==> src/hw/hbfm_pkg.sv <==
package hbfm_pkg;
   localparam int NUM_HB = 6;
   localparam int NUM_LED_HS = 2;
   // ------------------------------------------------------------
   // Timing
   // ------------------------------------------------------------
   localparam int CLK_PERIOD_PS = 5000;
   localparam int DEAD_TIME_NS = 200;
   localparam int DEAD_CYC = (DEAD_TIME_NS * 1000 + CLK_PERIOD_PS - 1)
      / CLK_PERIOD_PS;
   localparam int OL_FILT_US = 2000;
   localparam int OL_FILT_LED_US = 200;
   localparam int OL_CNT_W = 20;
   localparam int DEAD_CNT_W = 8;
   // ------------------------------------------------------------
   // Global status byte layout
   // ------------------------------------------------------------
   localparam int GS_TPW = 1;
   localparam int GS_TSD = 2;
   localparam int GS_POWER_ON_RESET_NOT_FLAG = 3;
   localparam int GS_OV = 4;
   localparam int GS_UV = 5;
   localparam int GS_LE = 6;
   localparam int GS_SPI = 7;
   localparam logic [7:0] GS_RESET = 8'h0_0;
   // ------------------------------------------------------------
   // Dead-time sequencer states
   // ------------------------------------------------------------
   typedef enum logic [2:0] {
      HBFM_OFF = 3'b001,
      HBFM_DEAD = 3'b010,
      HBFM_ON = 3'b100
   } hbfm_leg_t;
endpackage

==> src/hw/hbfm_top.sv <==
`timescale 1ns/1ps
// Functional notes
// - Overcurrent shuts the affected switch off, other switch not gated; enables kept; overcurrent and load bits set
// - High and low switch never on together; dead time between them
// - Thermal warning latches flag, outputs stay active, cleared only by access
// - Thermal shutdown latches all outputs off until flag cleared
// - Enable control bits untouched during thermal warning or shutdown
// - Thermal flags read zero only after clear and condition gone
// - Supply low turns outputs off, latches flag, logic state kept
// - Supply high turns outputs off and latches flag
// - Outputs return automatically when supply recovers; flag stays set
// - Logic supply reset initialises logic and floats all outputs
// - After reset the power-on-reset-not flag reads zero
// - Low current for filter time latches open load; output stays on
// - First two high switches have selectable LED threshold and filter
// - Open load blanked for free-wheeling stages during PWM
// - Latched bits cleared only by read-and-clear access
// - Global fault is OR of status bits, reset-not inverted
module hbfm_top
   import hbfm_pkg::*;
#(
   parameter int OL_FILT_CYC = OL_FILT_US * 200,
   parameter int OL_FILT_LED_CYC = OL_FILT_LED_US * 200
) (
   input wire logic I_SYS_CLK,
   input wire logic I_RESET,
   input wire logic I_CE,
   input wire logic [NUM_HB-1:0] I_HIGH_SWITCH_ENABLE,
   input wire logic [NUM_HB-1:0] I_LOW_SWITCH_ENABLE,
   input wire logic [NUM_HB-1:0] I_HS_PWM_ON,
   input wire logic [NUM_HB-1:0] I_LS_PWM_ON,
   input wire logic [NUM_HB-1:0] I_HS_FREEWHEEL,
   input wire logic [NUM_HB-1:0] I_LS_FREEWHEEL,
   input wire logic [NUM_LED_HS-1:0] I_LED_OL_SEL,
   input wire logic [NUM_HB-1:0] I_HS_OVERCURRENT,
   input wire logic [NUM_HB-1:0] I_LS_OVERCURRENT,
   input wire logic [NUM_HB-1:0] I_HS_UNDERCURRENT,
   input wire logic [NUM_HB-1:0] I_LS_UNDERCURRENT,
   input wire logic [NUM_HB-1:0] I_HS_UNDERCURRENT_LED,
   input wire logic I_TEMP_WARN,
   input wire logic I_TEMP_SHUTDOWN,
   input wire logic I_SUPPLY_LOW,
   input wire logic I_SUPPLY_HIGH,
   input wire logic I_SPI_ERROR,
   input wire logic I_DEVICE_ENABLE,
   input wire logic I_CLEAR_STROBE,
   input wire logic [7:0] I_CLEAR_GLOBAL,
   input wire logic [NUM_HB-1:0] I_CLEAR_HS_OC,
   input wire logic [NUM_HB-1:0] I_CLEAR_LS_OC,
   input wire logic [NUM_HB-1:0] I_CLEAR_HS_OL,
   input wire logic [NUM_HB-1:0] I_CLEAR_LS_OL,
   output logic [NUM_HB-1:0] O_HS_DRIVE,
   output logic [NUM_HB-1:0] O_LS_DRIVE,
   output logic [NUM_HB-1:0] O_HS_DRIVE_OE,
   output logic [NUM_HB-1:0] O_LS_DRIVE_OE,
   output logic [7:0] O_GLOBAL_STATUS_ONE,
   output logic [NUM_HB-1:0] O_HIGH_SWITCH_OVERCURRENT,
   output logic [NUM_HB-1:0] O_LOW_SWITCH_OVERCURRENT,
   output logic [NUM_HB-1:0] O_HIGH_SWITCH_OPEN_LOAD,
   output logic [NUM_HB-1:0] O_LOW_SWITCH_OPEN_LOAD,
   output logic O_GLOBAL_FAULT_FLAG
);
   // ------------------------------------------------------------
   // Latched flags
   // ------------------------------------------------------------
   logic [NUM_HB-1:0] hs_oc_q, ls_oc_q, hs_ol_q, ls_ol_q;
   logic tpw_q, tsd_q, uv_q, ov_q, power_on_reset_not_flag_q, spi_q;
   logic [OL_CNT_W-1:0] hs_cnt_q [NUM_HB];
   logic [OL_CNT_W-1:0] ls_cnt_q [NUM_HB];

   function automatic logic latch_flag(input logic cur, input logic set,
                                       input logic clr);
      // Set beats clear so an event in the clear cycle is kept
      latch_flag = set | (cur & ~clr);
   endfunction

   wire clr = I_CLEAR_STROBE;
   // Only the read-and-clear access strobe clears anything
   wire [NUM_HB-1:0] c_hs_oc = clr ? I_CLEAR_HS_OC : '0;
   wire [NUM_HB-1:0] c_ls_oc = clr ? I_CLEAR_LS_OC : '0;
   wire [NUM_HB-1:0] c_hs_ol = clr ? I_CLEAR_HS_OL : '0;
   wire [NUM_HB-1:0] c_ls_ol = clr ? I_CLEAR_LS_OL : '0;
   wire [7:0] c_gs = clr ? I_CLEAR_GLOBAL : '0;

   // Supply gating is live so recovery needs no software
   wire all_off = tsd_q | I_TEMP_SHUTDOWN | I_SUPPLY_LOW | I_SUPPLY_HIGH;
   // Enable inputs pass through unchanged; faults gate only the stage
   wire [NUM_HB-1:0] hs_req = I_HIGH_SWITCH_ENABLE & I_HS_PWM_ON
      & ~hs_oc_q & ~I_HS_OVERCURRENT & {NUM_HB{~all_off}};
   wire [NUM_HB-1:0] ls_req = I_LOW_SWITCH_ENABLE & I_LS_PWM_ON
      & ~ls_oc_q & ~I_LS_OVERCURRENT & {NUM_HB{~all_off}};
   wire [NUM_HB-1:0] hs_on, ls_on;
   // Gate the registered drive too, else a stage lingers one cycle on
   wire [NUM_HB-1:0] hs_fault_off = hs_oc_q | I_HS_OVERCURRENT
      | {NUM_HB{all_off}};
   wire [NUM_HB-1:0] ls_fault_off = ls_oc_q | I_LS_OVERCURRENT
      | {NUM_HB{all_off}};

   // ------------------------------------------------------------
   // Per-bridge sequencing and open load filters
   // ------------------------------------------------------------
   wire [NUM_HB-1:0] hs_ol_hit, ls_ol_hit;
   for (genvar g = 0; g < NUM_HB; g++) begin : g_hb
      hbfm_leg u_leg (
         .i_clk(I_SYS_CLK),
         .i_rst(I_RESET),
         .i_ce(I_CE),
         .i_hs_req(hs_req[g]),
         .i_ls_req(ls_req[g]),
         .o_hs_on(hs_on[g]),
         .o_ls_on(ls_on[g])
      );
      // LED threshold and short filter on the first two high switches
      wire led = (g < NUM_LED_HS) ? I_LED_OL_SEL[g % NUM_LED_HS] : 1'b0;
      wire hs_low = led ? I_HS_UNDERCURRENT_LED[g]
                        : I_HS_UNDERCURRENT[g];
      wire [OL_CNT_W-1:0] hs_lim = led ? OL_CNT_W'(OL_FILT_LED_CYC - 1)
                                       : OL_CNT_W'(OL_FILT_CYC - 1);
      // Blank the filter while the stage free-wheels
      wire hs_watch = hs_on[g] & hs_low & ~I_HS_FREEWHEEL[g];
      wire ls_watch = ls_on[g] & I_LS_UNDERCURRENT[g] & ~I_LS_FREEWHEEL[g];
      assign hs_ol_hit[g] = hs_watch && hs_cnt_q[g] == hs_lim;
      assign ls_ol_hit[g] = ls_watch &&
         ls_cnt_q[g] == OL_CNT_W'(OL_FILT_CYC - 1);
      always_ff @(posedge I_SYS_CLK) begin
         if (I_RESET) begin
            hs_cnt_q[g] <= '0;
            ls_cnt_q[g] <= '0;
         end else if (I_CE) begin
            if (!hs_watch) begin
               hs_cnt_q[g] <= '0;
            end else if (!hs_ol_hit[g]) begin
               hs_cnt_q[g] <= hs_cnt_q[g] + 1'b1;
            end
            if (!ls_watch) begin
               ls_cnt_q[g] <= '0;
            end else if (!ls_ol_hit[g]) begin
               ls_cnt_q[g] <= ls_cnt_q[g] + 1'b1;
            end
         end
      end
   end

   // ------------------------------------------------------------
   // Flag next values
   // ------------------------------------------------------------
   logic [NUM_HB-1:0] hs_oc_d, ls_oc_d, hs_ol_d, ls_ol_d;
   always_comb begin
      for (int i = 0; i < NUM_HB; i++) begin
         // Persisting fault keeps the flag set through a clear
         hs_oc_d[i] = latch_flag(hs_oc_q[i], I_HS_OVERCURRENT[i] &
            I_HIGH_SWITCH_ENABLE[i], c_hs_oc[i]);
         ls_oc_d[i] = latch_flag(ls_oc_q[i], I_LS_OVERCURRENT[i] &
            I_LOW_SWITCH_ENABLE[i], c_ls_oc[i]);
         hs_ol_d[i] = latch_flag(hs_ol_q[i], hs_ol_hit[i], c_hs_ol[i]);
         ls_ol_d[i] = latch_flag(ls_ol_q[i], ls_ol_hit[i], c_ls_ol[i]);
      end
   end
   wire tpw_d = latch_flag(tpw_q, I_TEMP_WARN, c_gs[GS_TPW]);
   wire tsd_d = latch_flag(tsd_q, I_TEMP_SHUTDOWN, c_gs[GS_TSD]);
   wire uv_d = latch_flag(uv_q, I_SUPPLY_LOW, c_gs[GS_UV]);
   wire ov_d = latch_flag(ov_q, I_SUPPLY_HIGH, c_gs[GS_OV]);
   wire spi_d = latch_flag(spi_q, I_SPI_ERROR, c_gs[GS_SPI]);
   // Reset-not goes high only by a clear in normal mode
   wire power_on_reset_not_flag_d = power_on_reset_not_flag_q | (c_gs[GS_POWER_ON_RESET_NOT_FLAG] & I_DEVICE_ENABLE);
   wire le_d = |{hs_oc_d, ls_oc_d, hs_ol_d, ls_ol_d};
   logic [7:0] gs_d;
   always_comb begin
      gs_d = GS_RESET;
      gs_d[GS_TPW] = tpw_d;
      gs_d[GS_TSD] = tsd_d;
      gs_d[GS_POWER_ON_RESET_NOT_FLAG] = power_on_reset_not_flag_d;
      gs_d[GS_OV] = ov_d;
      gs_d[GS_UV] = uv_d;
      gs_d[GS_LE] = le_d;
      gs_d[GS_SPI] = spi_d;
   end
   wire gef_d = spi_d | le_d | uv_d | ov_d | ~power_on_reset_not_flag_d | tsd_d | tpw_d;

   // ------------------------------------------------------------
   // Registers and pin outputs
   // ------------------------------------------------------------
   always_ff @(posedge I_SYS_CLK) begin
      if (I_RESET) begin
         {hs_oc_q, ls_oc_q, hs_ol_q, ls_ol_q} <= '0;
         {tpw_q, tsd_q, uv_q, ov_q, spi_q} <= '0;
         power_on_reset_not_flag_q <= 1'b0;
         O_HS_DRIVE <= '0;
         O_LS_DRIVE <= '0;
         O_HS_DRIVE_OE <= '0;
         O_LS_DRIVE_OE <= '0;
         O_GLOBAL_STATUS_ONE <= GS_RESET;
         O_HIGH_SWITCH_OVERCURRENT <= '0;
         O_LOW_SWITCH_OVERCURRENT <= '0;
         O_HIGH_SWITCH_OPEN_LOAD <= '0;
         O_LOW_SWITCH_OPEN_LOAD <= '0;
         O_GLOBAL_FAULT_FLAG <= 1'b1;
      end else if (I_CE) begin
         hs_oc_q <= hs_oc_d;
         ls_oc_q <= ls_oc_d;
         hs_ol_q <= hs_ol_d;
         ls_ol_q <= ls_ol_d;
         tpw_q <= tpw_d;
         tsd_q <= tsd_d;
         uv_q <= uv_d;
         ov_q <= ov_d;
         spi_q <= spi_d;
         power_on_reset_not_flag_q <= power_on_reset_not_flag_d;
         // Bridge driven actively whenever either switch is on
         O_HS_DRIVE <= hs_on & ~hs_fault_off;
         O_LS_DRIVE <= ls_on & ~ls_fault_off;
         O_HS_DRIVE_OE <= (hs_on & ~hs_fault_off) | (ls_on & ~ls_fault_off);
         O_LS_DRIVE_OE <= (hs_on & ~hs_fault_off) | (ls_on & ~ls_fault_off);
         O_GLOBAL_STATUS_ONE <= gs_d;
         O_HIGH_SWITCH_OVERCURRENT <= hs_oc_d;
         O_LOW_SWITCH_OVERCURRENT <= ls_oc_d;
         O_HIGH_SWITCH_OPEN_LOAD <= hs_ol_d;
         O_LOW_SWITCH_OPEN_LOAD <= ls_ol_d;
         O_GLOBAL_FAULT_FLAG <= gef_d;
      end
   end
endmodule

==> src/hw/hbfm_leg.sv <==
`timescale 1ns/1ps
// Dead-time sequencer for one half-bridge
module hbfm_leg
   import hbfm_pkg::*;
(
   input wire logic i_clk,
   input wire logic i_rst,
   input wire logic i_ce,
   input wire logic i_hs_req,
   input wire logic i_ls_req,
   output logic o_hs_on,
   output logic o_ls_on
);
   hbfm_leg_t st_q;
   logic [DEAD_CNT_W-1:0] cnt_q;
   logic sel_hs_q;
   // Both requested together means nothing: never cross-conduct
   wire want_hs = i_hs_req & ~i_ls_req;
   wire want_ls = i_ls_req & ~i_hs_req;
   wire want_any = want_hs | want_ls;
   wire changed = (sel_hs_q != want_hs) || !want_any;
   wire dead_done = cnt_q == DEAD_CNT_W'(DEAD_CYC - 1);

   always_ff @(posedge i_clk) begin
      if (i_rst) begin
         st_q <= HBFM_OFF;
         cnt_q <= '0;
         sel_hs_q <= 1'b0;
         o_hs_on <= 1'b0;
         o_ls_on <= 1'b0;
      end else if (i_ce) begin
         case (st_q)
            HBFM_OFF: begin
               cnt_q <= '0;
               if (want_any) begin
                  sel_hs_q <= want_hs;
                  st_q <= HBFM_DEAD;
               end
            end
            HBFM_DEAD: begin
               if (!want_any || sel_hs_q != want_hs) begin
                  st_q <= HBFM_OFF;
               end else if (dead_done) begin
                  st_q <= HBFM_ON;
                  o_hs_on <= sel_hs_q;
                  o_ls_on <= ~sel_hs_q;
               end else begin
                  cnt_q <= cnt_q + 1'b1;
               end
            end
            HBFM_ON: begin
               if (changed) begin
                  o_hs_on <= 1'b0;
                  o_ls_on <= 1'b0;
                  st_q <= HBFM_OFF;
               end
            end
            default: begin
               st_q <= HBFM_OFF;
               o_hs_on <= 1'b0;
               o_ls_on <= 1'b0;
            end
         endcase
      end
   end
endmodule

==> config.mk <==
export PLATFORM = sky130hd
export DESIGN_NAME = hbfm_top
export DESIGN_NICKNAME = d
export VERILOG_FILES = /design/src/hw/hbfm_pkg.sv /design/src/hw/hbfm_top.sv /design/src/hw/hbfm_leg.sv
export SDC_FILE = /design/constraint.sdc
export NUM_CORES = 1
export LEC_CHECK = 0
export ABC_CLOCK_PERIOD_IN_PS = 3300
export BUFFER_PORTS_ARGS = -buffer_cell sky130_fd_sc_hd__buf_2
export CAP_MARGIN = 0
export CORE_MARGIN = 2
export CORE_UTILIZATION = 50
export DETAILED_ROUTE_END_ITERATION = 8
export PLACE_DENSITY = 0.77
export SLEW_MARGIN = 20
export SYNTH_ARGS = -nofsm -noshare
export SYNTH_HDL_FRONTEND = slang
export SYNTH_SLANG_ARGS = --single-unit
==> constraint.sdc <==
create_clock -name I_SYS_CLK -period 3.3 [get_ports I_SYS_CLK]
set_input_delay 0.66 -clock I_SYS_CLK [delete_from_list [all_inputs] [get_ports I_SYS_CLK]]
set_output_delay 0.66 -clock I_SYS_CLK [all_outputs]
set_load 0.01 [all_outputs]
## Yosys cells after proc, flatten, opt, wreduce, memory -nomap -nowiden

Memory sizes are Yosys's and may differ from the RTL's.
Cells that the tools add are included.
W data, S select, Z words.

| cells by class | value |
|---|---|
| add/subtract/negate cells | 18 |
| $mul | 0 |
| divide/modulo/power cells | 0 |
| $lt $le $gt $ge | 0 |
| eq/ne operators | 78 |
| shifts and indexed selects | 0 |
| multiplexer cells | 233 |
| bitwise operators | 235 |
| reduce and logical (&&, ||, !) cells | 55 |

Operators by type and width:

| cell | count |
|---|---|
| $mux W20 | 24 |
| $add A20 B1 Y20 const B | 12 |
| $eq A20 B19 Y1 const B | 10 |
| $mux W1 | 142 |
| $mux W8 | 13 |
| $pmux W8 S2 | 6 |
| $and A1 B1 Y1 | 78 |
| $mux W3 | 24 |
| $or A1 B1 Y1 | 69 |
| $not A1 Y1 | 67 |
| $and A6 B6 Y6 | 10 |
| $pmux W3 S3 | 6 |
| $add A8 B1 Y8 const B | 6 |
| $eq A8 B6 Y1 const B | 6 |
| $reduce_and A4 Y1 | 12 |
| $eq A20 B19 Y1 | 2 |
| $mux W19 | 2 |
| $ne A2 B1 Y1 const B | 18 |
| $not A6 Y6 | 6 |
| $pmux W1 S3 | 12 |
| $or A6 B6 Y6 | 5 |
| $reduce_and A5 Y1 | 6 |
| $mux W6 | 4 |
| $ne A2 B2 Y1 const B | 12 |
| 11 further kinds | 67 |

| storage, ports and cells | value |
|---|---|
| bits in registers | 140 |
| bits in latches | 0 |
| bits in writable memories | 240 |
| bits in read-only memories | 0 |
| input bits | 110 |
| logic and storage cells | 666 |
| memories kept | 2 |

Memory list:

| name | depth | bits a word | rd ports | clocked after Yosys merged registers in | wr ports | RTL line | text |
|---|---|---|---|---|---|---|---|
| hs_cnt_q | 6 | 20 | 6 | 0 | 6 | hbfm_top.sv:68 | `logic [OL_CNT_W-1:0] hs_cnt_q [NUM_HB];` |
| ls_cnt_q | 6 | 20 | 6 | 0 | 6 | hbfm_top.sv:69 | `logic [OL_CNT_W-1:0] ls_cnt_q [NUM_HB];` |

## Logic depth before layout (Yosys ltp)

Gate-level depths: netlist (run 1).

| logic depth | value |
|---|---|
| depth after elaboration | 12 |
| gate-level depth with buffers | 12 |
| depth with buffers taken out | 11 |

## By module

Synthesis (run 1) repeated with hierarchy kept, for this count alone.

| second synthesis, totals | value |
|---|---|
| cell total of the unflattened synthesis | 2069 |
| area total of the unflattened synthesis | 19800.2 um^2 |

By module, submodules not included:

| module | times used | cells each | area each (um^2) | sequential area each (um^2) |
|---|---|---|---|---|
| hbfm_top | 1 | 1553 | 15288.4 | 8207.9 |
| hbfm_leg | 6 | 86 | 752.0 | 280.3 |

## Worst setup path before layout (run 1)

OpenSTA, ideal clock, no wires.

| timing | value |
|---|---|
| path kind | in2reg |
| start point | in I_TEMP_SHUTDOWN |
| end point | reg g_hb[0].u_leg.cnt_q[4] |
| arrival | 3.281 ns |
| setup slack | -0.114 ns |
| cell stages on the path | 11 |
| buffers on the path | 2 |
| cell sequence | or3_1 > or2_2 > clkbuf_1 > nor3_1 > nand3_1 > ha_1 > clkbuf_1 > o41a_1 > nor4b_1 > xnor2_1 > nor2_1 |

| between the ends | value |
|---|---|
| cells in the longest elaborated chain, start to end | 12 |

RTL lines:

| item | RTL line | text |
|---|---|---|
| start, declared | hbfm_top.sv:41 | `input wire logic I_TEMP_SHUTDOWN,` |
| $or A1 B1 Y1 * (3 in series) | hbfm_top.sv:86 | `wire all_off = tsd_q \| I_TEMP_SHUTDOWN \| I_SUPPLY_LOW \| I_SUPPLY_HIGH;` |
| $not A1 Y1 * | hbfm_top.sv:89, hbfm_top.sv:91 |  |
| $and A6 B6 Y6, on equally long branches | hbfm_top.sv:91, hbfm_top.sv:89 |  |
| $not A1 Y1, on equally long branches | hbfm_leg.sv:18, hbfm_leg.sv:19 |  |
| $and A1 B1 Y1, on equally long branches | hbfm_leg.sv:18, hbfm_leg.sv:19 |  |
| $or A1 B1 Y1 | hbfm_leg.sv:20 | `wire want_any = want_hs \| want_ls;` |
| $logic_not A1 Y1 | hbfm_leg.sv:41 | `if (!want_any \|\| sel_hs_q != want_hs) begin` |
| $logic_or A1 B1 Y1 * | hbfm_leg.sv:41 |  |
| $ne A2 B2 Y1 (no line) * | -- |  |
| $reduce_and A4 Y1 (no line) * | -- |  |
| end signal, assigned | hbfm_leg.sv:48 | `cnt_q <= cnt_q + 1'b1;` |
| end, declared | hbfm_leg.sv:15 | `logic [DEAD_CNT_W-1:0] cnt_q;` |

Mark *: on every way between the ends. The rest lies on a longest branch, timed or not.
A chain may end at the register's enable or synchronous reset.

## Final worst setup path (run 1)

| timing | value |
|---|---|
| start point | in I_TEMP_SHUTDOWN |
| end point | reg g_hb[5].u_leg.cnt_q[5] |

| between the ends | value |
|---|---|
| cells in the longest elaborated chain, start to end | 12 |

RTL lines:

| item | RTL line | text |
|---|---|---|
| $or A1 B1 Y1 * (3 in series) | hbfm_top.sv:86 |  |
| $not A1 Y1 * | hbfm_top.sv:89, hbfm_top.sv:91 |  |
| $and A6 B6 Y6 | hbfm_top.sv:91 | `& ~ls_oc_q & ~I_LS_OVERCURRENT & {NUM_HB{~all_off}};` |
| $not A1 Y1 | hbfm_leg.sv:18 | `wire want_hs = i_hs_req & ~i_ls_req;` |
| $and A1 B1 Y1 * | hbfm_leg.sv:18 |  |
| named net g_hb[5].u_leg.want_hs | hbfm_leg.sv:18 |  |
| $or A1 B1 Y1 | hbfm_leg.sv:20 |  |
| $logic_not A1 Y1 | hbfm_leg.sv:41 |  |
| $logic_or A1 B1 Y1 * | hbfm_leg.sv:41 |  |
| $ne A2 B2 Y1 (no line) * | -- |  |
| $reduce_and A4 Y1 (no line) * | -- |  |
| end signal, assigned | hbfm_leg.sv:48 |  |
| end, declared | hbfm_leg.sv:15 |  |

Mark *: on every way through the listed nets, which the timed path passes. The rest lies on a longest branch.

==> flow_metrics.py, run 1 <==
metrics = {
    "run_status": {
        "status": "complete, no violations",
    },
    "clocking": {
        "clkSinkCount": 374,
        "ctsResizeCount": 0,
        "cts_buffer_depth": 3,
        "post-cts-setup-buffer-count": 0,
        "cts_buffers": 41,
        "cts_tree": "done",
        "worstSkewPairLatency_ns": 0.56,
        "cts-root-buf": "clkbuf_16",
        "cts.htree.levels": 2,
        "cts_hold_buf": 0,
        "path_clk_slew_ns": 0.07,
    },
    "synthesis": {
        "netlist_instances": 2113,
        "ys.warnings.count": 0,
        "synth_most_common_cell": "nor2_1",
        "synthTopCellsByCount": "nor2_1 (405), edfxtp_1 (240), nand2_1 (190)",
        "async_flop_share_pct": 0,
        "seq_area_frac_synth_pct": 49.7,
        "synth_top_area_cell": "edfxtp_1",
        "ys_ff_latch": 374,
        "syn-num-nets": 2247,
        "synth_edf_count": 240,
        "synth.top_cells.by_area": "edfxtp_1 (36%), dfxtp_1 (13%), nor2_1 (7.6%), xor2_1 (5.6%), xnor2_1 (5.1%)",
        "ys.flop_type": "edfxtp_1",
        "postSynthAreaPerCell_um2": 9.42,
        "synth_top_area_share_pct": 36.2,
        "synth_area_um2": 19900,
        "synth.distinct_cells": 81,
    },
    "min_path": {
        "hold_class": "in2reg",
        "min_from": "I_SUPPLY_HIGH",
        "whs_path_depth": 3,
        "whs_endpoint": "O_GLOBAL_STATUS_ONE[4]",
    },
    "routing": {
        "routed_wirelength_um": 48600,
        "via_per_inst": 5.70,
        "wire_per_inst_um": 16.9,
        "drcViolationCount": 0,
        "drtAntennaViolNets": 0,
        "initialDrtViolationCount": 1375,
        "drt_first_pass_iters": 5,
        "num_vias": 16400,
    },
    "power_and_ir_drop": {
        "switchingPower_uw": 2400,
        "combPwrFrac_pct": 5.9,
        "p_int_uw": 8130,
        "power.density_nw_per_um2": 459,
        "p_clk_share_pct": 44.0,
        "switching_share_pct": 22.8,
        "power_frac_seq_pct": 50.2,
        "power_uw": 10500,
        "cellLeakagePower_uw": 0.00798,
        "vdd_ir_drop_max_v": 0.000409,
    },
    "sta": {
        "min_period_over_period_pct": 95.1,
        "finalSetupViolCount": 0,
        "fin_ws_ns": 0.160,
        "worstMarginPinSlew_ns": 0.897,
        "whs_ns": 0.388,
        "rsz0062_at_grt": "true",
        "drv_slew": 0,
        "maxSlewHeadroom_pct": 40.2,
        "hold_viol": 0,
        "clock-skew-final_ns": 0.0175,
        "fmax_mhz": 318,
        "period_needed_ns": 3.14,
    },
    "global_route": {
        "grt_max_degree": 79,
        "grt_pass1_wl_um": 78700,
        "antenna_found_initial": 4,
        "grt_use_total_pct": 23.4,
        "grt_overflow": 0,
        "grt_pass1_vias": 15700,
    },
    "final_layout": {
        "finalNetCount": 2441,
        "syn_to_final_growth_pct": 15.3,
        "fin_util_pct": 58.0,
        "drive_gt1_share_pct": 14.1,
    },
    "setup_path": {
        "crit_required_ns": 3.72,
        "critPathArrivalTime_ns": 3.56,
        "ff2ff_path_depth": 11,
        "crit_family": "simple AND/OR/NAND/NOR gates",
        "slowest_delay_ns": 0.39,
        "cp_max_fo": 7,
        "endpoint_kind": "flop",
        "slowest_stage": "or2_2",
        "reg2reg_slack_ns": 0.42,
        "worstSetupStartpointType": "input pin",
        "cp_cell_sequence": "buf_2, or3_1, or2_2, nor3_1, buf_4, nand3_1, ha_1, xor2_1, or3_1, o21a_1, nor4_1, xnor2_1, nor2_1",
        "crit_path_frequent_cell": "or3_1",
        "timing.rr.start": "O_GLOBAL_STATUS_ONE[2]",
        "r2r_end": "g_hb[5].u_leg.cnt_q[5]",
        "worst-path-buf-inv": 2,
        "worst-setup-path-type": "in2reg",
    },
    "die": {
        "core_um2": 39500,
        "ioPinCount": 167,
        "die_y_um": 204,
        "rows": 73,
        "die_w_um": 204,
        "die-area_um2": 41400,
        "start_util_pct": 50.3,
    },
    "flow_run": {
        "drv_cap": 0,
    },
    "placed_design": {
        "dp_slack_ns": -0.433,
        "portBuffers": 159,
        "finalWeightedCongestion": 0.895,
        "post-dp-hpwl_um": 34600,
    },
}
[power by group through the flow]
stage	registers [uW]	clock network, uW	logic (uW)
after floorplan	5330	0	367
after global placement	5360	0	591
after detailed placement	5370	0	606
after CTS	5280	4710	611
after global routing	5300	4880	674
final	5280	4630	617
[layout make-up]
type | count | area, um^2
Tap cell | 525 | 657
Antenna cell | 4 | 10.0
Multi-Input combinational cell | 1620 | 9550
Clock buffer | 67 | 1300
Fill cell | 3346 | 16600
Timing Repair Buffer | 222 | 1290
Sequential cell | 374 | 9890
Clock inverter | 9 | 73.8
Inverter | 48 | 180
[cell families after synthesis]
group	after synthesis	synth area share (%)
other	1	0.0188
flip-flops	374	49.7
adder cells (fa/ha/maj)	24	1.51
AO/OA/AOI/OAI	228	7.54
XOR/XNOR	243	10.7
multiplexers	22	1.11
buffers and inverters	119	2.58
AND/OR/NAND/NOR	1102	26.8
[cell usage in the layout, fill, tap and decap left out, types with 12 or more instances in the layout]
cell / count
or3_1: 24
and3_1: 47
a21oi_1: 66
nor4_1: 33
a22oi_1: 20
mux2i_1: 21
buf_4: 64
clkbuf_1: 12
clkbuf_16: 44
xnor2_1: 115
nand3b_1: 16
nor2_1: 405
o21ai_0: 49
nand4_1: 54
a211oi_1: 12
nand2b_1: 17
edfxtp_1: 240
and2_1: 14
dfxtp_1: 134
nand3_1: 143
nor3_1: 69
inv_1: 46
xor2_1: 128
nand2_1: 190
buf_2: 157
ha_1: 24
[layer usage]
layer,GRT usage (%),wire length [um]
met2,38.3,22600
met1,29.5,20100
met4,10.0,2090
met3,5.78,3720
met5,0,0
[worst min-delay path, delay by kind of cell]
kind                   cells  cell delay (ns)
buffers and inverters      1             0.08
AND/OR/NAND/NOR            1             0.08
AO/OA/AOI/OAI              1             0.08
[worst max path at each step]
stage,start,cells past startpoint,to,slack [ns]
after floorplan,I_CE,6,ls_cnt_q[1][0],-0.11
after global placement,I_TEMP_SHUTDOWN,14,g_hb[1].u_leg.st_q[1],-0.38
after detailed placement,I_TEMP_SHUTDOWN,14,g_hb[1].u_leg.st_q[1],-0.43
after CTS,I_TEMP_SHUTDOWN,13,g_hb[5].u_leg.cnt_q[2],0.11
after global routing,I_TEMP_SHUTDOWN,13,g_hb[5].u_leg.cnt_q[7],-0.006
final,I_TEMP_SHUTDOWN,13,g_hb[5].u_leg.cnt_q[5],0.16
[through the flow]
step / area [um^2] / cells / setup TNS, ns
2_1_floorplan: 19900 / 2113 / -10.65
3_3_place_gp: 21500 / 2789 / -15.20
3_5_place_dp: 21500 / 2789 / -18.08
4_1_cts: 22900 / 2865 / 0
5_1_grt: 22900 / 2866 / -0.0101
6_report: 22900 / 2869 / 0
[flip-flops by register name (all words and copies together), names as in the netlist, 18 cells and up]
name,cells
g_hb.u_leg.cnt_q,48
g_hb.u_leg.st_q,18
hs_cnt_q,120
ls_cnt_q,120
Note: power is estimated with default switching activity, not from simulation.
==> inputs of run 2 (changes only) <==
--- a/config.mk
+++ b/config.mk
@@ -15,4 +15,5 @@
 export SLEW_MARGIN = 20
 export SYNTH_ARGS = -nofsm -noshare
 export SYNTH_HDL_FRONTEND = slang
+export SYNTH_HIERARCHICAL = 1
 export SYNTH_SLANG_ARGS = --single-unit
==> run 2 against run 1 <==
Maximum frequency increased by 7.7%. Clock skew fell by 0.00087 ns. Largest power group unchanged. First-iteration DRC count fell by 21%. Via count up 0.72%.
==> flow_metrics.py, run 2 <==
metrics = {
    "synthesis": {
        "synth_most_common_cell": "nor2_1",
        "synth_edf_count": 240,
        "synth_area_um2": 19800,
        "synth_top_area_share_pct": 36.4,
        "ys.flop_type": "edfxtp_1",
        "synthMuxAreaShare_pct": 0.404,
        "netlist_instances": 2069,
        "seq_area_frac_synth_pct": 49.9,
        "synthXorXnorAreaFrac_pct": 9.24,
        "ys_ff_latch": 374,
        "synth_compound_area_share_pct": 9.67,
        "async_flop_share_pct": 0,
        "syn-num-nets": 2203,
        "ys.warnings.count": 6,
        "synth_top_family_by_area": "simple AND/OR/NAND/NOR gates",
        "synth.distinct_cells": 66,
        "synth_top_area_cell": "edfxtp_1",
        "synthTopCellsByCount": "nor2_1 (339), edfxtp_1 (240), nand2_1 (196)",
        "synth-simple-area-share_pct": 26.2,
        "synth.top_cells.by_area": "edfxtp_1 (36%), dfxtp_1 (14%), nor2_1 (6.4%), xor2_1 (6.0%), nand2_1 (3.7%)",
        "postSynthAreaPerCell_um2": 9.57,
        "synth_fa_ha_area_share_pct": 1.52,
    },
    "clocking": {
        "post-cts-setup-buffer-count": 0,
        "cts_buffers": 41,
        "worstSkewPairLatency_ns": 0.55,
        "cts.htree.levels": 2,
        "path_clk_slew_ns": 0.06,
        "cts_hold_buf": 0,
        "clkSinkCount": 374,
        "cts-root-buf": "clkbuf_16",
        "cts_buffer_depth": 3,
        "ctsResizeCount": 0,
        "cts_tree": "done",
    },
    "placed_design": {
        "dp_cells": 2749,
        "finalWeightedCongestion": 0.863,
        "portBuffers": 159,
        "post-dp-hpwl_um": 33700,
        "dp_slack_ns": -0.132,
    },
    "final_layout": {
        "finalNetCount": 2408,
        "drive_gt1_share_pct": 13.7,
        "syn_to_final_growth_pct": 15.2,
        "final_common_cell": "nor2_1",
        "fillerInstances": 3273,
        "diodes": 0,
        "most-common-layout-cells": "nor2_1 (339), edfxtp_1 (240), nand2_1 (196), buf_2 (157), nand3_1 (145)",
        "fin_cells": 2823,
        "reg_top3": "hs_cnt_q: 120 flops, ls_cnt_q: 120 flops, g_hb.u_leg/cnt_q: 48 flops",
    },
    "die": {
        "start_util_pct": 51.0,
        "rows": 72,
        "die_w_um": 203,
        "die-area_um2": 41200,
        "die_y_um": 203,
        "ioPinCount": 167,
        "core_um2": 38800,
    },
    "sta": {
        "rsz0062_at_grt": "false",
        "fin_ws_ns": 0.384,
        "whs_ns": 0.389,
        "maxSlewHeadroom_pct": 44.9,
        "clock-skew-final_ns": 0.0167,
        "final.setup.tns_ns": 0,
        "drv_slew": 0,
        "worstMarginPinSlew_ns": 0.827,
        "finalSetupViolCount": 0,
        "period_needed_ns": 2.92,
        "min_period_over_period_pct": 88.4,
        "fmax_mhz": 343,
        "hold_viol": 0,
    },
    "setup_path": {
        "cp_max_fo": 11,
        "critPathArrivalTime_ns": 3.38,
        "worst-path-buf-inv": 4,
        "worstSetupStartpointType": "input pin",
        "slowest_delay_ns": 0.51,
        "worst-setup-path-type": "in2reg",
        "crit_required_ns": 3.76,
        "endpoint_kind": "flop",
        "cp_cell_sequence": "buf_2, nor3_1, nand2b_1, buf_12, buf_4, nor2_1, inv_1, ha_1, xor2_1, o21a_1, a211o_1, or4_1, a21oi_1",
        "crit_family": "simple AND/OR/NAND/NOR gates",
        "slowest_stage": "or4_1",
    },
    "global_route": {
        "antenna_found_initial": 0,
        "grt_overflow": 0,
        "grt_max_degree": 82,
        "grt_pass1_wl_um": 77400,
        "grt_pass1_vias": 15700,
        "grt_use_total_pct": 22.8,
    },
    "power_and_ir_drop": {
        "vdd_ir_drop_max_v": 0.000402,
        "cellLeakagePower_uw": 0.00824,
        "power.density_nw_per_um2": 470,
    },
    "routing": {
        "drt_first_pass_iters": 5,
        "drcViolationCount": 0,
        "wire_per_inst_um": 16.8,
        "routed_wirelength_um": 47300,
        "initialDrtViolationCount": 1088,
        "num_vias": 16500,
        "drtAntennaViolNets": 0,
        "via_per_inst": 5.83,
    },
    "min_path": {
        "hold_class": "in2reg",
    },
    "run_status": {
        "status": "complete, no violations",
    },
    "flow_run": {
        "drv_cap": 0,
    },
}
==> run 2: cell count changes in the layout (fill, tap and decap cells not counted), moves of 12 or more <==
cell | before | now
a21o_1 | 1 | 13
inv_1 | 46 | 65
mux2i_1 | 21 | 8
nor2_1 | 405 | 339
nor3_1 | 69 | 51
o211ai_1 | 0 | 20
o21ai_0 | 49 | 21
o31ai_1 | 1 | 18
or4_1 | 8 | 55
xnor2_1 | 115 | 73
==> run 2: worst reg2reg max path, stage by stage, from the launching register on <==
cell	delay, ns
dfxtp_1	0.33
nand2b_1	0.19
buf_12	0.18
buf_4	0.16
nor2_1	0.19
inv_1	0.07
ha_1	0.20
xor2_1	0.17
o21a_1	0.19
a211o_1	0.36
or4_1	0.51
a21oi_1	0.17
==> run 2: per-stage QoR <==
step | power (uW) | utilization, % | cell area, um^2
after floorplan | 5920 | - | 19800
after global placement | 6200 | 55.3 | 21500
after detailed placement | 6230 | 55.3 | 21500
after CTS | 10800 | 58.8 | 22800
after global routing | 11100 | 58.8 | 22800
final | 10700 | 58.8 | 22800
==> run 2: kinds of logic (layout without fill, tap and decap cells) <==
logic type | after synthesis | after routing
AND/OR/NAND/NOR | 1042 | 1042
flip-flops | 374 | 374
AO/OA/AOI/OAI | 278 | 278
XOR/XNOR | 209 | 209
buffers and inverters | 133 | 369
adder cells (fa/ha/maj) | 24 | 24
multiplexers | 8 | 8
other | 1 | 1
==> run 2: final timing paths <==
check        slack (ns)  cells after the start                      to                    from
max                0.38                     13  g_hb[2].u_leg/cnt_q[5]         I_TEMP_SHUTDOWN
min                0.39                      3                   spi_q             I_SPI_ERROR
max reg2reg        0.49                     11  g_hb[2].u_leg/cnt_q[5]  O_GLOBAL_STATUS_ONE[2]
min reg2reg        0.46                      2           O_HS_DRIVE[2]           O_HS_DRIVE[2]
==> run 2: layout make-up <==
type	count	area, um^2	share of cell area [%]
Timing Repair Buffer	230	1380	6.06
Sequential cell	374	9890	43.3
Multi-Input combinational cell	1562	9310	40.8
Clock buffer	59	1210	5.32
Inverter	65	244	1.07
Tap cell	518	648	2.84
Clock inverter	15	126	0.554
==> run 2: routing by layer <==
metal	vias to the layer above	global-route usage (%)	wire length, um
met5	-	0	0
met4	0	7.79	1380
met3	98	3.24	3070
met2	578	37.9	22300
met1	7851	30.5	20600
li1	7942	-	-
==> run 2: where the power goes <==
part           internal, uW  leakage [uW]  switching, uW
clock                  2710      0.000666           1850
combinational           339       0.00381            463
sequential             5140       0.00376            208
==> inputs of run 3 (changes only) <==
--- a/config.mk
+++ b/config.mk
@@ -5,6 +5,7 @@
 export SDC_FILE = /design/constraint.sdc
 export NUM_CORES = 1
 export LEC_CHECK = 0
+export ABC_AREA = 1
 export ABC_CLOCK_PERIOD_IN_PS = 3300
 export BUFFER_PORTS_ARGS = -buffer_cell sky130_fd_sc_hd__buf_2
 export CAP_MARGIN = 0
==> run 3 against run 2 <==
Sequential power grew 7.1%. Clock power fell by 2%. Synthesized cell count increased by 36%. Register-to-register slack better by 0.20 ns. Power grew 15%. Cell count is 28% higher. Maximum frequency rose by 12%. Worst hold slack improved by 0.059 ns. Critical path depth is 1 lower. Largest cell class is now multi-input combinational cells.
==> flow_metrics.py, run 3 <==
metrics = {
    "sta": {
        "clock-skew-final_ns": 0.0124,
        "maxSlewHeadroom_pct": 46.6,
        "whs_ns": 0.449,
        "final.setup.tns_ns": 0,
        "worstMarginPinSlew_ns": 0.799,
        "drv_slew": 0,
        "min_period_over_period_pct": 79.2,
        "fmax_mhz": 383,
        "rsz0062_at_grt": "false",
        "hold_viol": 0,
        "finalSetupViolCount": 0,
        "period_needed_ns": 2.61,
    },
    "die": {
        "core_um2": 43200,
        "rows": 76,
        "die-area_um2": 45500,
        "ioPinCount": 167,
        "die_w_um": 213,
        "die_y_um": 213,
        "start_util_pct": 50.8,
    },
    "min_path": {
        "hold_class": "in2reg",
    },
    "synthesis": {
        "synth_edf_count": 240,
        "synth_area_um2": 21900,
        "synth.top_cells.by_area": "edfxtp_1 (33%), dfxtp_1 (12%), nand2_1 (10%), nor2_1 (7.1%), inv_1 (6.4%)",
        "ys_ff_latch": 374,
        "postSynthAreaPerCell_um2": 7.78,
        "ys.flop_type": "edfxtp_1",
        "seq_area_frac_synth_pct": 45.1,
        "synth_most_common_cell": "nand2_1",
        "netlist_instances": 2819,
        "synth_top_area_share_pct": 32.9,
        "synth.distinct_cells": 58,
        "ys.warnings.count": 6,
        "synthTopCellsByCount": "nand2_1 (609), nor2_1 (417), inv_1 (371)",
        "synth_top_area_cell": "edfxtp_1",
        "syn-num-nets": 2953,
        "async_flop_share_pct": 0,
    },
    "setup_path": {
        "endpoint_kind": "flop",
        "worst-setup-path-type": "reg2reg",
        "worstSetupStartpointType": "flop",
        "cp_max_fo": 10,
        "critPathArrivalTime_ns": 3.05,
        "crit_required_ns": 3.74,
    },
    "power_and_ir_drop": {
        "power_frac_seq_pct": 46.6,
        "cellLeakagePower_uw": 0.0102,
        "switchingPower_uw": 3720,
        "p_clk_share_pct": 36.4,
        "vdd_ir_drop_max_v": 0.000388,
        "switching_share_pct": 30.3,
        "p_int_uw": 8570,
        "combPwrFrac_pct": 17.0,
        "power.density_nw_per_um2": 498,
    },
    "final_layout": {
        "drive_gt1_share_pct": 13.9,
        "final_common_cell": "nand2_1",
        "reg_top3": "hs_cnt_q: 120 flops, ls_cnt_q: 120 flops, g_hb.u_leg/cnt_q: 48 flops",
        "most-common-layout-cells": "nand2_1 (609), nor2_1 (417), inv_1 (371), edfxtp_1 (240), nand3_1 (194)",
        "syn_to_final_growth_pct": 12.6,
        "diodes": 0,
        "finalNetCount": 3132,
    },
    "routing": {
        "drt_first_pass_iters": 5,
        "via_per_inst": 5.32,
        "routed_wirelength_um": 51600,
        "initialDrtViolationCount": 1556,
        "drcViolationCount": 0,
        "wire_per_inst_um": 14.3,
        "num_vias": 19200,
        "drtAntennaViolNets": 0,
    },
    "clocking": {
        "ctsResizeCount": 0,
        "cts_tree": "done",
        "path_clk_slew_ns": 0.06,
        "cts_buffer_depth": 3,
        "cts.htree.levels": 2,
        "cts_hold_buf": 0,
        "cts-root-buf": "clkbuf_16",
        "clkSinkCount": 374,
        "post-cts-setup-buffer-count": 0,
        "cts_buffers": 41,
        "worstSkewPairLatency_ns": 0.56,
    },
    "flow_run": {
        "drv_cap": 0,
    },
    "global_route": {
        "grt_pass1_vias": 18500,
        "grt_max_degree": 53,
        "grt_overflow": 0,
        "grt_use_total_pct": 22.7,
        "grt_pass1_wl_um": 84800,
        "antenna_found_initial": 0,
    },
    "placed_design": {
        "finalWeightedCongestion": 0.894,
        "portBuffers": 159,
        "post-dp-hpwl_um": 37900,
    },
    "run_status": {
        "status": "complete, no violations",
    },
}
[run 3: per-stage QoR]
stage	cells	worst slack, ns	power [uW]	util, %	cell area (um^2)
after floorplan	2819	0.301	7230	-	21900
after global placement	3540	0.312	7780	54.2	23400
after detailed placement	3540	0.292	7880	54.2	23400
after CTS	3614	0.698	12400	57.2	24700
after global routing	3614	0.497	12900	57.2	24700
final	3614	0.687	12300	57.2	24700
[run 3: path summary, 6_finish.rpt]
kind	startpoint	endpoint	slack (ns)	depth (start not counted)
worst max register to register	O_GLOBAL_STATUS_ONE[2]	g_hb[4].u_leg/cnt_q[1]	0.69	12
worst max-delay path	O_GLOBAL_STATUS_ONE[2]	g_hb[4].u_leg/cnt_q[1]	0.69	12
worst min-delay path	I_RESET	O_HS_DRIVE[1]	0.45	2
worst min register to register	O_HS_DRIVE[2]	O_HS_DRIVE[2]	0.48	2
[run 3: area by class of cell]
type                    instances  area [um^2]
flip-flops and latches        374         9890
fillers                      3764        18500
well taps                     585          732
clock buffers                  54         1140
multi-input cells            2006        10300
repair buffers                184          983
clock inverters                20          150
inverters                     391         1470
[run 3: logic make-up after synthesis]
family / count (synthesis) / synth area share [%]
xor+xnor: 71 / 2.84
buf+inv: 439 / 7.86
other cells: 1 / 0.0171
fa+ha+maj: 24 / 1.37
compound gates: 356 / 9.26
flops: 374 / 45.1
simple gates: 1554 / 33.6
[run 3: layer usage]
layer,routed length [um],global-route usage [%],vias up
met4,1530,8.12,0
met2,24000,38.9,561
met1,22500,28.7,8927
li1,-,-,9650
met3,3580,4.50,90
met5,0,0,-
[run 3: critical path, stage by stage, from the launching register on]
cell and delay (ns):
dfxtp_1 0.33, nor4_2 0.35, buf_4 0.27, nand3_1 0.14, nor2_1 0.14, inv_1 0.06, ha_1 0.26, inv_1 0.12
nand3_2 0.16, a21oi_4 0.31, nand2_4 0.14, o21ai_1 0.15, nor2_1 0.06
[run 3: power by group through the flow]
stage,registers (uW),clock network [uW],logic (uW)
6_report,5730,4470,2080
5_1_grt,5780,4740,2350
4_1_cts,5730,4570,2070
3_5_place_dp,5820,0,2060
3_3_place_gp,5800,0,1990
2_1_floorplan,5690,0,1540
